**config.mk**
```make
export PLATFORM = sky130hd
export DESIGN_NAME = sfr_flash_read
export DESIGN_NICKNAME = d
export VERILOG_FILES = /design/src/sfr_pkg.sv /design/src/sfr_link_if.sv /design/src/sfr_link_sync.sv /design/src/sfr_flash_read.sv
export VERILOG_INCLUDE_DIRS = /design/src
export SDC_FILE = /design/constraint.sdc
export NUM_CORES = 1
export LEC_CHECK = 0
export ABC_AREA = 1
export BUFFER_PORTS_ARGS = -buffer_cell sky130_fd_sc_hd__buf_4
export CORE_ASPECT_RATIO = 1.5
export CORE_MARGIN = 10
export CORE_UTILIZATION = 40
export CTS_BUF_LIST = sky130_fd_sc_hd__clkbuf_4
export CTS_CLUSTER_SIZE = 8
export DETAILED_ROUTE_END_ITERATION = 12
export GPL_ROUTABILITY_DRIVEN = 0
export PLACE_DENSITY = 0.68
export SLEW_MARGIN = 10
export SYNTH_ARGS = -nofsm -noshare
export SYNTH_HDL_FRONTEND = slang
export SYNTH_SLANG_ARGS = --single-unit
```
**constraint.sdc**
```tcl
create_clock -name core_clk -period 3.1 [get_ports core_clk]
set_input_delay 0.31 -clock core_clk [delete_from_list [all_inputs] [get_ports core_clk]]
set_output_delay 0.31 -clock core_clk [all_outputs]
set_load 0.01 [all_outputs]
```
**src/sfr_defines.svh**
```systemverilog
// constants for the serial flash read and address-mode block
`ifndef SFR_DEFINES_SVH
`define SFR_DEFINES_SVH

// ****************************************
// instruction codes
// ****************************************
`define SFR_OP_READ 8'h03
`define SFR_OP_FAST_READ 8'h0B
`define SFR_OP_DUAL_OUTPUT_READ 8'h3B
`define SFR_OP_DUAL_IO_READ 8'hBB
`define SFR_OP_ENTER_WIDE 8'hB7
`define SFR_OP_EXIT_WIDE 8'hE9
`define SFR_OP_PARAM_TABLE_READ 8'h5A
`define SFR_OP_SIGNATURE_READ 8'hAB
`define SFR_OP_MAKER_DEVICE_ID_READ 8'h90

// ****************************************
// configuration view layout and reset values
// ****************************************
`define SFR_WIDE_FLAG_BIT 5
`define SFR_DUMMY_SEL_LSB 6
`define SFR_WIDE_FLAG_RESET 1'b0

// ****************************************
// phase lengths: command and address in bits, dummies in serial clock edges
// ****************************************
`define SFR_CMD_BITS 4'h8
`define SFR_NARROW_ADDR_BITS 6'h18
`define SFR_WIDE_ADDR_BITS 6'h20
`define SFR_DUMMY_STD_00 6'h08
`define SFR_DUMMY_STD_01 6'h06
`define SFR_DUMMY_STD_10 6'h08
`define SFR_DUMMY_STD_11 6'h0A
`define SFR_DUMMY_DIO_00 6'h04
`define SFR_DUMMY_DIO_01 6'h06
`define SFR_DUMMY_DIO_10 6'h08
`define SFR_DUMMY_DIO_11 6'h0A

`endif

```
**src/sfr_pkg.sv**
```systemverilog
// types shared by the serial flash read and address-mode block
package sfr_pkg;

  typedef enum logic [2:0] {
    SFR_ST_CMD,
    SFR_ST_ADDR,
    SFR_ST_DUMMY,
    SFR_ST_DATA,
    SFR_ST_HOLD,
    SFR_ST_IGNORE
  } sfr_state_type;

  typedef enum logic [1:0] {
    SFR_RD_SINGLE,
    SFR_RD_FAST,
    SFR_RD_DUAL_OUT,
    SFR_RD_DUAL_IO
  } sfr_read_kind_type;

endpackage

```
**src/sfr_link_if.sv**
```systemverilog
// synchronised link events passed from the pin front end to the sequencer
`timescale 1ns/1ps
interface sfr_link_if;
  logic cs_active;
  logic cs_rise;
  logic sclk_rise;
  logic sclk_fall;
  logic lane0;
  logic lane1;

  modport front (output cs_active, cs_rise, sclk_rise, sclk_fall, lane0, lane1);
  modport core (input cs_active, cs_rise, sclk_rise, sclk_fall, lane0, lane1);
endinterface

```
**src/sfr_link_sync.sv**
```systemverilog
// two-stage synchronisers and edge finders for the serial link pins
`timescale 1ns/1ps
module sfr_link_sync (
  input wire logic core_clk, // block clock
  input wire logic reset_n, // async reset, active low
  input wire logic cs_n_pin, // chip select pin, active low
  input wire logic sclk_pin, // serial clock pin
  input wire logic io_lane0_in, // lane 0 pin level
  input wire logic io_lane1_in, // lane 1 pin level
  sfr_link_if.front link // events toward the sequencer
);
  // ****************************************
  // synchroniser stages
  // ****************************************
  logic [3:0] meta_reg;
  logic [3:0] sync_reg;
  logic [1:0] last_reg;
  logic cs_n_sync;
  logic sclk_sync;

  always_ff @(posedge core_clk or negedge reset_n) begin
    if (!reset_n) begin
      // idle levels: select high, clock low, so no false edge after reset
      meta_reg <= 4'hB;
      sync_reg <= 4'hB;
      last_reg <= 2'h2;
    end else begin
      meta_reg <= {cs_n_pin, sclk_pin, io_lane1_in, io_lane0_in};
      sync_reg <= meta_reg;
      last_reg <= sync_reg[3:2];
    end
  end

  assign cs_n_sync = sync_reg[3];
  assign sclk_sync = sync_reg[2];
  // ****************************************
  // link events: clock and select-rise edges one core cycle each, select and lanes as levels
  // ****************************************
  assign link.cs_active = !cs_n_sync;
  assign link.cs_rise = cs_n_sync && !last_reg[1];
  // clock edges only count inside a frame
  assign link.sclk_rise = sclk_sync && !last_reg[0] && !cs_n_sync;
  assign link.sclk_fall = !sclk_sync && last_reg[0] && !cs_n_sync;
  assign link.lane0 = sync_reg[0];
  assign link.lane1 = sync_reg[1];
endmodule

```
**src/sfr_flash_read.sv**
```systemverilog
// command sequencer for address-width mode and the read family
`timescale 1ns/1ps
`include "sfr_defines.svh"

// Behaviour
// - addresses are 24-bit after reset, 32-bit once wide mode is entered
// - enter-wide instruction sets the wide flag at bit 5
// - wide mode ends only by exit instruction, reset or power-off
// - in wide mode all instructions work normally; only address length changes
// - parameter, signature and id reads always keep a 24-bit address
// - exit-wide instruction clears bit 5 and restores 24-bit addresses
// - plain read: code, address, then data on lane 1, no dummies
// - address sampled on serial clock rise, data driven on fall
// - address steps by one per byte and wraps to zero past the top
// - narrow mode reaches high memory through the extended address byte
// - fast read: code, address, 8 default dummies, then one bit per clock
// - fast, dual-output and dual-io reads refused while busy
// - dual-output read: address on lane 0, data two bits per clock
// - dual-output read widens only the data phase
// - dual-io read: address, 4 default dummies and data on two lanes
// - dummy select picks 8/6/8/10 or, for dual-io, 4/6/8/10 cycles
module sfr_flash_read
  import sfr_pkg::*;
#(
  parameter int ADDR_W = 32
) (
  input wire logic core_clk, // block clock, 200 MHz
  input wire logic reset_n, // async reset, active low
  input wire logic cs_n_pin, // chip select pin, active low
  input wire logic sclk_pin, // serial clock pin
  input wire logic io_lane0_in, // lane 0 input level
  input wire logic io_lane1_in, // lane 1 input level
  output logic io_lane0_out, // lane 0 output level
  output logic io_lane0_oe, // lane 0 driven
  output logic io_lane1_out, // lane 1 output level
  output logic io_lane1_oe, // lane 1 driven
  input wire logic write_busy, // program, erase or status write running
  input wire logic [1:0] dummy_count_select, // dummy cycle code
  input wire logic [7:0] extended_address_byte, // top byte in narrow mode
  output logic wide_address_flag, // wide addressing active
  output logic [7:0] config_view, // flag and dummy code in register layout
  output logic read_rejected, // pulse: read refused while busy
  output logic [ADDR_W-1:0] mem_addr, // array byte address
  output logic mem_rd, // pulse: fetch byte at mem_addr
  input wire logic [7:0] mem_rdata // byte, valid the cycle after mem_rd
);
  // the address counter cannot serve widths outside the 24- to 32-bit range
  if (ADDR_W < 24 || ADDR_W > 32) begin : g_bad_addr_w
    $error("ADDR_W must lie between 24 and 32");
  end

  localparam logic [ADDR_W-1:0] MEM_LAST = {ADDR_W{1'b1}};

  sfr_link_if link ();

  sfr_link_sync u_sync (
    .core_clk(core_clk),
    .reset_n(reset_n),
    .cs_n_pin(cs_n_pin),
    .sclk_pin(sclk_pin),
    .io_lane0_in(io_lane0_in),
    .io_lane1_in(io_lane1_in),
    .link(link)
  );

  // ****************************************
  // state
  // ****************************************
  sfr_state_type state_reg;
  sfr_read_kind_type kind_reg;
  logic [3:0] bit_cnt_reg;
  logic [7:0] cmd_sh_reg;
  logic [5:0] cnt_reg;
  logic [5:0] dummy_reg;
  logic [31:0] addr_sh_reg;
  logic [7:0] byte_reg;
  logic [7:0] out_sh_reg;
  logic [3:0] left_reg;
  logic fetch_wait_reg;
  logic wide_reg;

  // ****************************************
  // decode
  // ****************************************
  wire [7:0] opcode = {cmd_sh_reg[6:0], link.lane0};
  wire last_cmd_bit = bit_cnt_reg == 4'(`SFR_CMD_BITS - 4'h1);
  wire is_read = opcode == `SFR_OP_READ;
  wire is_fast = opcode == `SFR_OP_FAST_READ;
  wire is_dout = opcode == `SFR_OP_DUAL_OUTPUT_READ;
  wire is_dio = opcode == `SFR_OP_DUAL_IO_READ;
  wire is_mode = opcode == `SFR_OP_ENTER_WIDE || opcode == `SFR_OP_EXIT_WIDE;
  wire is_any_read = is_read || is_fast || is_dout || is_dio;
  wire refuse = write_busy && (is_fast || is_dout || is_dio);
  wire [5:0] addr_bits = wide_reg ? `SFR_WIDE_ADDR_BITS : `SFR_NARROW_ADDR_BITS;
  wire [5:0] dummy_std = dummy_count_select == 2'h0 ? `SFR_DUMMY_STD_00 :
                         dummy_count_select == 2'h1 ? `SFR_DUMMY_STD_01 :
                         dummy_count_select == 2'h2 ? `SFR_DUMMY_STD_10 :
                         `SFR_DUMMY_STD_11;
  wire [5:0] dummy_dio = dummy_count_select == 2'h0 ? `SFR_DUMMY_DIO_00 :
                         dummy_count_select == 2'h1 ? `SFR_DUMMY_DIO_01 :
                         dummy_count_select == 2'h2 ? `SFR_DUMMY_DIO_10 :
                         `SFR_DUMMY_DIO_11;
  // dual-io carries two bits per edge in address and data phases
  wire dual_in = kind_reg == SFR_RD_DUAL_IO;
  wire dual_out = kind_reg == SFR_RD_DUAL_OUT || kind_reg == SFR_RD_DUAL_IO;
  wire [5:0] in_step = dual_in ? 6'h02 : 6'h01;
  wire [3:0] out_step = dual_out ? 4'h2 : 4'h1;
  wire [31:0] addr_full = dual_in ? {addr_sh_reg[29:0], link.lane1, link.lane0}
                                  : {addr_sh_reg[30:0], link.lane0};
  // narrow mode takes its top byte from the extended address byte
  wire [31:0] addr_eff = wide_reg ? addr_full
                                  : {extended_address_byte, addr_full[23:0]};
  wire addr_done = cnt_reg == in_step;
  wire [ADDR_W-1:0] addr_inc = mem_addr == MEM_LAST ? '0 : mem_addr + 1'b1;
  wire byte_start = left_reg == 4'h0;
  wire [7:0] out_src = byte_start ? byte_reg : out_sh_reg;

  // ****************************************
  // sequencer
  // ****************************************
  always_ff @(posedge core_clk or negedge reset_n) begin
    if (!reset_n) begin
      state_reg <= SFR_ST_CMD;
      kind_reg <= SFR_RD_SINGLE;
      bit_cnt_reg <= 4'h0;
      cmd_sh_reg <= 8'h00;
      cnt_reg <= 6'h00;
      dummy_reg <= 6'h00;
      addr_sh_reg <= 32'h0000_0000;
      read_rejected <= 1'b0;
    end else begin
      read_rejected <= 1'b0;
      if (!link.cs_active) begin
        state_reg <= SFR_ST_CMD;
        bit_cnt_reg <= 4'h0;
      end else if (link.sclk_rise) begin
        case (state_reg)
          SFR_ST_CMD: begin
            cmd_sh_reg <= opcode;
            bit_cnt_reg <= bit_cnt_reg + 4'h1;
            if (last_cmd_bit) begin
              // counts address bits; dual-io takes two of them per rising edge
              cnt_reg <= addr_bits;
              kind_reg <= is_read ? SFR_RD_SINGLE : is_fast ? SFR_RD_FAST :
                          is_dout ? SFR_RD_DUAL_OUT : SFR_RD_DUAL_IO;
              dummy_reg <= is_read ? 6'h00 : is_dio ? dummy_dio : dummy_std;
              if (refuse) begin
                state_reg <= SFR_ST_IGNORE;
                read_rejected <= 1'b1;
              end else if (is_any_read) begin
                state_reg <= SFR_ST_ADDR;
              end else if (is_mode) begin
                state_reg <= SFR_ST_HOLD;
              end else begin
                // other instructions, including the 24-bit-only reads, are served elsewhere
                state_reg <= SFR_ST_IGNORE;
              end
            end
          end
          SFR_ST_ADDR: begin
            addr_sh_reg <= addr_full;
            cnt_reg <= cnt_reg - in_step;
            if (addr_done) begin
              cnt_reg <= dummy_reg;
              state_reg <= dummy_reg == 6'h00 ? SFR_ST_DATA : SFR_ST_DUMMY;
            end
          end
          SFR_ST_DUMMY: begin
            cnt_reg <= cnt_reg - 6'h01;
            if (cnt_reg == 6'h01) begin
              state_reg <= SFR_ST_DATA;
            end
          end
          SFR_ST_DATA: state_reg <= SFR_ST_DATA;
          SFR_ST_HOLD: state_reg <= SFR_ST_HOLD;
          SFR_ST_IGNORE: state_reg <= SFR_ST_IGNORE;
          default: state_reg <= SFR_ST_IGNORE;
        endcase
      end
    end
  end

  // ****************************************
  // address mode, acted on at chip select high
  // ****************************************
  always_ff @(posedge core_clk or negedge reset_n) begin
    if (!reset_n) begin
      wide_reg <= `SFR_WIDE_FLAG_RESET;
    end else if (link.cs_rise && state_reg == SFR_ST_HOLD) begin
      wide_reg <= cmd_sh_reg == `SFR_OP_ENTER_WIDE;
    end
  end

  always_ff @(posedge core_clk or negedge reset_n) begin
    if (!reset_n) begin
      wide_address_flag <= `SFR_WIDE_FLAG_RESET;
      config_view <= 8'h00;
    end else begin
      wide_address_flag <= wide_reg;
      config_view <= 8'h00;
      config_view[`SFR_WIDE_FLAG_BIT] <= wide_reg;
      config_view[`SFR_DUMMY_SEL_LSB +: 2] <= dummy_count_select;
    end
  end

  // ****************************************
  // array fetch and data shifter
  // ****************************************
  // fetch starts when the address completes, well before the first fall
  always_ff @(posedge core_clk or negedge reset_n) begin
    if (!reset_n) begin
      mem_addr <= '0;
      mem_rd <= 1'b0;
      fetch_wait_reg <= 1'b0;
      byte_reg <= 8'h00;
    end else begin
      mem_rd <= 1'b0;
      fetch_wait_reg <= mem_rd;
      if (fetch_wait_reg) begin
        byte_reg <= mem_rdata;
      end
      if (link.sclk_rise && state_reg == SFR_ST_ADDR && addr_done) begin
        mem_addr <= addr_eff[ADDR_W-1:0];
        mem_rd <= 1'b1;
      end else if (link.sclk_fall && state_reg == SFR_ST_DATA && byte_start) begin
        mem_addr <= addr_inc;
        mem_rd <= 1'b1;
      end
    end
  end

  always_ff @(posedge core_clk or negedge reset_n) begin
    if (!reset_n) begin
      out_sh_reg <= 8'h00;
      left_reg <= 4'h0;
      io_lane0_out <= 1'b0;
      io_lane1_out <= 1'b0;
      io_lane0_oe <= 1'b0;
      io_lane1_oe <= 1'b0;
    end else if (!link.cs_active || state_reg != SFR_ST_DATA) begin
      left_reg <= 4'h0;
      io_lane0_oe <= 1'b0;
      io_lane1_oe <= 1'b0;
    end else if (link.sclk_fall) begin
      out_sh_reg <= dual_out ? {out_src[5:0], 2'h0} : {out_src[6:0], 1'b0};
      left_reg <= (byte_start ? 4'h8 : left_reg) - out_step;
      io_lane1_out <= out_src[7];
      io_lane1_oe <= 1'b1;
      io_lane0_out <= out_src[6];
      io_lane0_oe <= dual_out;
    end
  end
endmodule

```
==> results.md, run 1 <==
* Largest net degree at the start of global routing at 108
* Total iterations of the first detailed-routing run at 6
* Worst-Skew Late Latency at 550 ps
* Post-route design area at 0.00829 sq mm
* Area of the multi-input gates at 0.00338 sq mm
* Number of global-route vias before repair at 6525
* Largest register FFs at 32
* RSZ-0062 raised after global routing: no
* Placed inst area at 0.00789 sq mm
* Crit. End Element: register
* CTS clock-pin slew for the worst setup and hold paths at 120 ps
* Port Buffers at 66
* Clk root buf: clkbuf_4
* H-tree depth at 4
* # IOs at 72
* Row Count at 60
* Tcrit/Tclk final at 76.8%
* First-pass GRT wire length at 30900 um
* CP arrival at 2830 ps
* Status: finished, final reports clean
* Clk_skew at 26.4 ps
* HPWL Detailed at 14000 um
* Routed wire per std cell at 14.6 um
* Die Area at 0.0240 sq mm
* Chip Height at 185 um
* Post-DRT Antenna Nets at 0
* Power per Cell Area at 372 mW/mm^2
* Final Hold Viols at 0
* Top cell type's share of synthesized area at 42.2%
* Initial core utilization at 40.5%
* CP max FO at 8
* Yosys reg bits at 129
* Final core utilization at 46.4%
* Reg area at 0.00324 sq mm
* Area of the core at 0.0179 sq mm
* Total track usage at 16.1%
* Minimum clock period at 2380 ps
* Top FF cell, synth: dfrtp_1
* Inserted Clock Buffers at 17
* Longest Clk Path Bufs at 2
* Final net count at 1102
* Slew headroom at 33.6%
* DR vias/cell at 5.11
* Final-report max-slew violation count at 0
* DIE WIDTH at 130 um
* Post-CTS resize count at 0
* Hold Crit Class: primary input to register
* Share of cells above drive strength 1 at 11.8%
* GRT overflow at 0
* Worst-Margin Slew at 995 ps
* Yosys warnings at 0
* Mapped Area at 0.00724 sq mm
* Setup_tns at 0 ps
* # DRC at 0
* Peak supply drop at 0.232 mV
* EDFF count, synth at 0
* CTS tree: built
* 1st-iter DRT viols at 455
* P&R area growth vs syn at 14.5%
* Mapped Avg Cell Area at 7.31 sq um
* Post-synthesis sequential area ratio at 44.7%
* Synth area leader: dfrtp_1
* Fillers at 1842
* Synth top area cells: dfrtp_1 42%, nand2_1 15%, o21ai_0 7.1%
* Worst Setup Path Type: register to register
* Routed Wire Length at 19000 um
* Endpoints failing setup at 0
* Vias at 6617
* Static leakage at 3.89 nW
* Clock Sinks at 129
* Synth cell types at 45
* Max_cap viols at 0
* Startpoint types: register
* Worst EP required at 3550 ps
* Peak Freq at 420 MHz
* Initial antenna violation count at 1
* Post-Synthesis Cells at 991
* Asr flop ratio synth at 100%
==> path summary, 6_finish.rpt <==
kind / startpoint / to / slack (ps) / depth (start not counted)
worst min register to register: u_sync.meta_reg[2] / u_sync.sync_reg[2] / 350 / 0
worst min-delay path: extended_address_byte[7] / mem_addr[31] / 150 / 5
max in group asynchronous: reset_n / mem_addr[20] / 1840 / 3
worst max-delay path: mem_addr[0] / mem_addr[11] / 720 / 10
worst max register to register: mem_addr[0] / mem_addr[11] / 720 / 10
min in group asynchronous: reset_n / byte_reg[3] / 440 / 2
==> metrics by stage <==
step	power [mW]	hold WS, ps	worst slack (ps)	cells
finish	3.08	150	720	1294
global route	3.24	123	536	1294
CTS	3.13	106	725	1293
detailed placement	2.03	335	745	1249
global placement	2.03	335	780	1249
floorplan	1.93	14.4	867	995
==> report_power, final <==
| group | switching [mW] | leakage [nW] | internal [mW] |
|---|---|---|---|
| clock network | 0.597 | 0.136 | 0.468 |
| registers | 0.0506 | 1.67 | 1.73 |
| logic | 0.144 | 2.08 | 0.0929 |
| total | 0.791 | 3.89 | 2.29 |
==> timing repair <==
item / 4_1_cts / 5_1_grt
hold endpoints to repair: 113 / 0
endpoints found under the setup margin: 0 / 0
setup buffers: 0 / 0
hold buffers: 16 / 0
==> area by class of cell <==
cell class	instances	area share (%)
flip-flops and latches	129	39.0
clock inverters	9	1.15
well taps	217	3.27
clock buffers	19	1.72
multi-input cells	713	40.7
inverters	116	5.28
diodes	1	0.0302
repair buffers	90	8.82
==> critical path, cell delays in order, from the launching register on <==
cell and delay [ps]:
dfrtp_1 460, ha_1 210, nand2_1 80, nor2_1 210, nand2_1 130, nor2_1 400, nand3_1 190, nand2_1 200
inv_1 200, nand3_1 130, nand3_1 70
==> synth_stat cells (3+ instances only) <==
cell type / n
nor2_1: 118
or2_2: 3
nand3b_1: 4
o211ai_1: 6
dfrtp_1: 122
dfstp_2: 7
nand4_1: 17
nor2_2: 4
ha_1: 8
nor4_1: 3
clkbuf_1: 18
inv_1: 112
nand2_2: 3
xnor2_1: 3
mux2_2: 4
nor3_1: 17
nand2_1: 289
o22ai_1: 7
buf_4: 10
buf_2: 5
a21oi_1: 18
nand3_1: 63
o21ai_0: 102
xor2_1: 12
a31oi_1: 4
buf_6: 4
o21bai_1: 4
==> metal layers <==
metal | routed length, um | track usage, % | vias up
met3 | 954 | 4.09 | 52
met2 | 9570 | 28.1 | 177
li1 | - | - | 3330
met1 | 7590 | 17.5 | 3058
met5 | 0 | 0 | -
met4 | 845 | 8.80 | 0
==> placed cells by master, fill, tap and decap left out, types with 3 or more instances in the layout <==
| master | n |
|---|---|
| nor3_1 | 17 |
| nor4_1 | 3 |
| a21oi_1 | 18 |
| dfstp_2 | 7 |
| clkinv_1 | 4 |
| clkinv_2 | 3 |
| mux2_2 | 4 |
| or2_2 | 3 |
| o21bai_1 | 4 |
| nor2_1 | 118 |
| xor2_1 | 12 |
| dlygate4sd3_1 | 16 |
| a31oi_1 | 4 |
| nand4_1 | 17 |
| nand3_1 | 63 |
| o22ai_1 | 7 |
| xnor2_1 | 3 |
| conb_1 | 5 |
| nand2_2 | 3 |
| clkbuf_4 | 19 |
| o21ai_0 | 102 |
| ha_1 | 8 |
| nand2_1 | 289 |
| o211ai_1 | 6 |
| nor2_2 | 4 |
| buf_4 | 72 |
| nand3b_1 | 4 |
| dfrtp_1 | 122 |
| inv_1 | 112 |
==> cell families after synthesis <==
kind of cell	synth area share, %
and+or+nand+nor	30.3
buffers and inverters	8.99
AOI/OAI and AO/OA	11.4
DFF	44.7
xor gates and xnor gates	1.81
adders and majority gates	1.94
muxes	0.760
other	0.0518
Power figures use the tool's default switching activity.
==> inputs of run 2 (changes only) <==
==> constraint.sdc (replaced) <==
create_clock -name core_clk -period 2.4 [get_ports core_clk]
set_input_delay 0.24 -clock core_clk [delete_from_list [all_inputs] [get_ports core_clk]]
set_output_delay 0.24 -clock core_clk [all_outputs]
set_load 0.01 [all_outputs]
==> results.md, run 2 (same netlist as run 1, synthesis figures left out) <==
* Worst-Skew Late Latency at 560 ps (was 550 ps)
* Total iterations of the first detailed-routing run at 6 (unchanged)
* Hold Crit Class: primary input to register (unchanged)
* CP arrival at 2590 ps (was 2830 ps)
* Inserted Clock Buffers at 17 (unchanged)
* H-tree depth at 4 (unchanged)
* Chip Height at 185 um (unchanged)
* Final Hold Viols at 0 (unchanged)
* GRT overflow at 0 (unchanged)
* Post-DRT Antenna Nets at 0 (unchanged)
* Routed Wire Length at 18700 um (was 19000 um)
* Peak supply drop at 0.274 mV (was 0.232 mV)
* Static leakage at 3.93 nW (was 3.89 nW)
* Status: finished, final reports clean (unchanged)
* Power per Cell Area at 471 mW/mm^2 (was 372 mW/mm^2)
* Placed inst area at 0.00798 sq mm (was 0.00789 sq mm)
* Routed wire per std cell at 14.3 um (was 14.6 um)
* Longest Clk Path Bufs at 2 (unchanged)
* Crit. End Element: register (unchanged)
* Fillers at 1845 (was 1842)
* Largest register FFs at 32 (unchanged)
* Initial core utilization at 40.5% (unchanged)
* Minimum clock period at 2120 ps (was 2380 ps)
* Worst-Margin Slew at 583 ps (was 995 ps)
* Worst EP required at 2860 ps (was 3550 ps)
* Endpoints failing setup at 0 (unchanged)
* Slew headroom at 61.0% (was 33.6%)
* Port Buffers at 66 (unchanged)
* Initial antenna violation count at 1 (unchanged)
* Dpl ws at 316 ps (was 745 ps)
* Post-CTS resize count at 0 (unchanged)
* Post-route design area at 0.00839 sq mm (was 0.00829 sq mm)
* Row Count at 60 (unchanged)
* RR Startpoint: mem_addr[1] (was mem_addr[0])
* HPWL Detailed at 14200 um (was 14000 um)
* # DRC at 0 (unchanged)
* Post-route setup slack at 276 ps (was 720 ps)
* Commonest non-fill, non-tap cell in the layout: nand2_1 (unchanged)
* First-pass GRT wire length at 30800 um (was 30900 um)
* Final net count at 1112 (was 1102)
* Reg2Reg Depth at 10 (unchanged)
* Final-report max-slew violation count at 0 (unchanged)
* Area of the core at 0.0179 sq mm (unchanged)
* HP Start: extended_address_byte[7] (unchanged)
* Die Area at 0.0240 sq mm (unchanged)
* CP max FO at 8 (unchanged)
* DR vias/cell at 5.10 (was 5.11)
* Clock Sinks at 129 (unchanged)
* Cts hold-fix bufs at 16 (unchanged)
* Largest net degree at the start of global routing at 62 (was 108)
* Vias at 6670 (was 6617)
* P&R area growth vs syn at 15.9% (was 14.5%)
* Setup_tns at 0 ps (unchanged)
* CTS clock-pin slew for the worst setup and hold paths at 130 ps (was 120 ps)
* Startpoint types: register (unchanged)
* Final core utilization at 47.0% (was 46.4%)
* CTS tree: built (unchanged)
* Share of cells above drive strength 1 at 12.8% (was 11.8%)
* Max_cap viols at 0 (unchanged)
* # Post-CTS Setup Buffers at 0 (unchanged)
* Clk root buf: clkbuf_4 (unchanged)
* Final hold slack at 64.8 ps (was 150 ps)
* Crit path launch: mem_addr[1] (was mem_addr[0])
* DIE WIDTH at 130 um (unchanged)
* 1st-iter DRT viols at 463 (was 455)
* Worst Setup Path Type: register to register (unchanged)
* Total track usage at 16.0% (was 16.1%)
* # IOs at 72 (unchanged)
* Hold path depth at 5 (unchanged)
* Peak Freq at 471 MHz (was 420 MHz)
* Number of global-route vias before repair at 6404 (was 6525)
* Clk_skew at 28.6 ps (was 26.4 ps)
* Most frequent cells in the layout: 289 x nand2_1, 122 x dfrtp_1, 118 x nor2_1 (unchanged)
* Tcrit/Tclk final at 88.5% (was 76.8%)
* RSZ-0062 raised after global routing: no (unchanged)
[run 2: power by group]
group | total [mW] | switching [mW] | internal, mW
Sequential | 2.30 | 0.0624 | 2.24
Combinational | 0.312 | 0.187 | 0.124
Clock | 1.34 | 0.807 | 0.531
Total | 3.95 | 1.06 | 2.89
[run 2: worst max-delay path, stage by stage, from the launching register on]
cell and delay (ps):
dfrtp_1 450, ha_1 200, nand2_1 80, nor2_1 200
nand2_1 150, nor2_1 240, nand3_1 170, nand2_1 170
inv_1 180, nand3_1 130, nand3_1 70
[run 2: path summary, 6_finish.rpt]
path	end	slack, ps
worst max register to register	mem_addr[11]	280
worst max-delay path	mem_addr[11]	280
max in group asynchronous	u_sync.meta_reg[0]	1480
worst min register to register	u_sync.sync_reg[1]	360
min in group asynchronous	byte_reg[2]	210
worst min-delay path	mem_addr[31]	60
[run 2: area by class of cell]
| cell class | instances | area, sq um | area share (%) |
|---|---|---|---|
| diodes | 1 | 2.50 | 0.0298 |
| clock buffers | 20 | 150 | 1.79 |
| clock inverters | 12 | 95.1 | 1.13 |
| inverters | 116 | 438 | 5.22 |
| multi-input cells | 713 | 3380 | 40.2 |
| flip-flops and latches | 129 | 3240 | 38.6 |
| well taps | 217 | 272 | 3.24 |
| repair buffers | 100 | 820 | 9.77 |
[run 2: per-layer routing]
metal,track usage [%],vias up,part of all wire [%]
met2,27.8,166,51
met1,18.1,3119,41
met5,0,-,0
met4,7.49,0,3.3
li1,-,3343,-
met3,3.49,42,4.7
[run 2: stage by stage]
stage / total power [mW] / std cells
after floorplan: 2.50 / 995
after global placement: 2.63 / 1259
after detailed placement: 2.63 / 1259
after CTS: 4.01 / 1307
after global routing: 4.17 / 1308
final: 3.95 / 1308
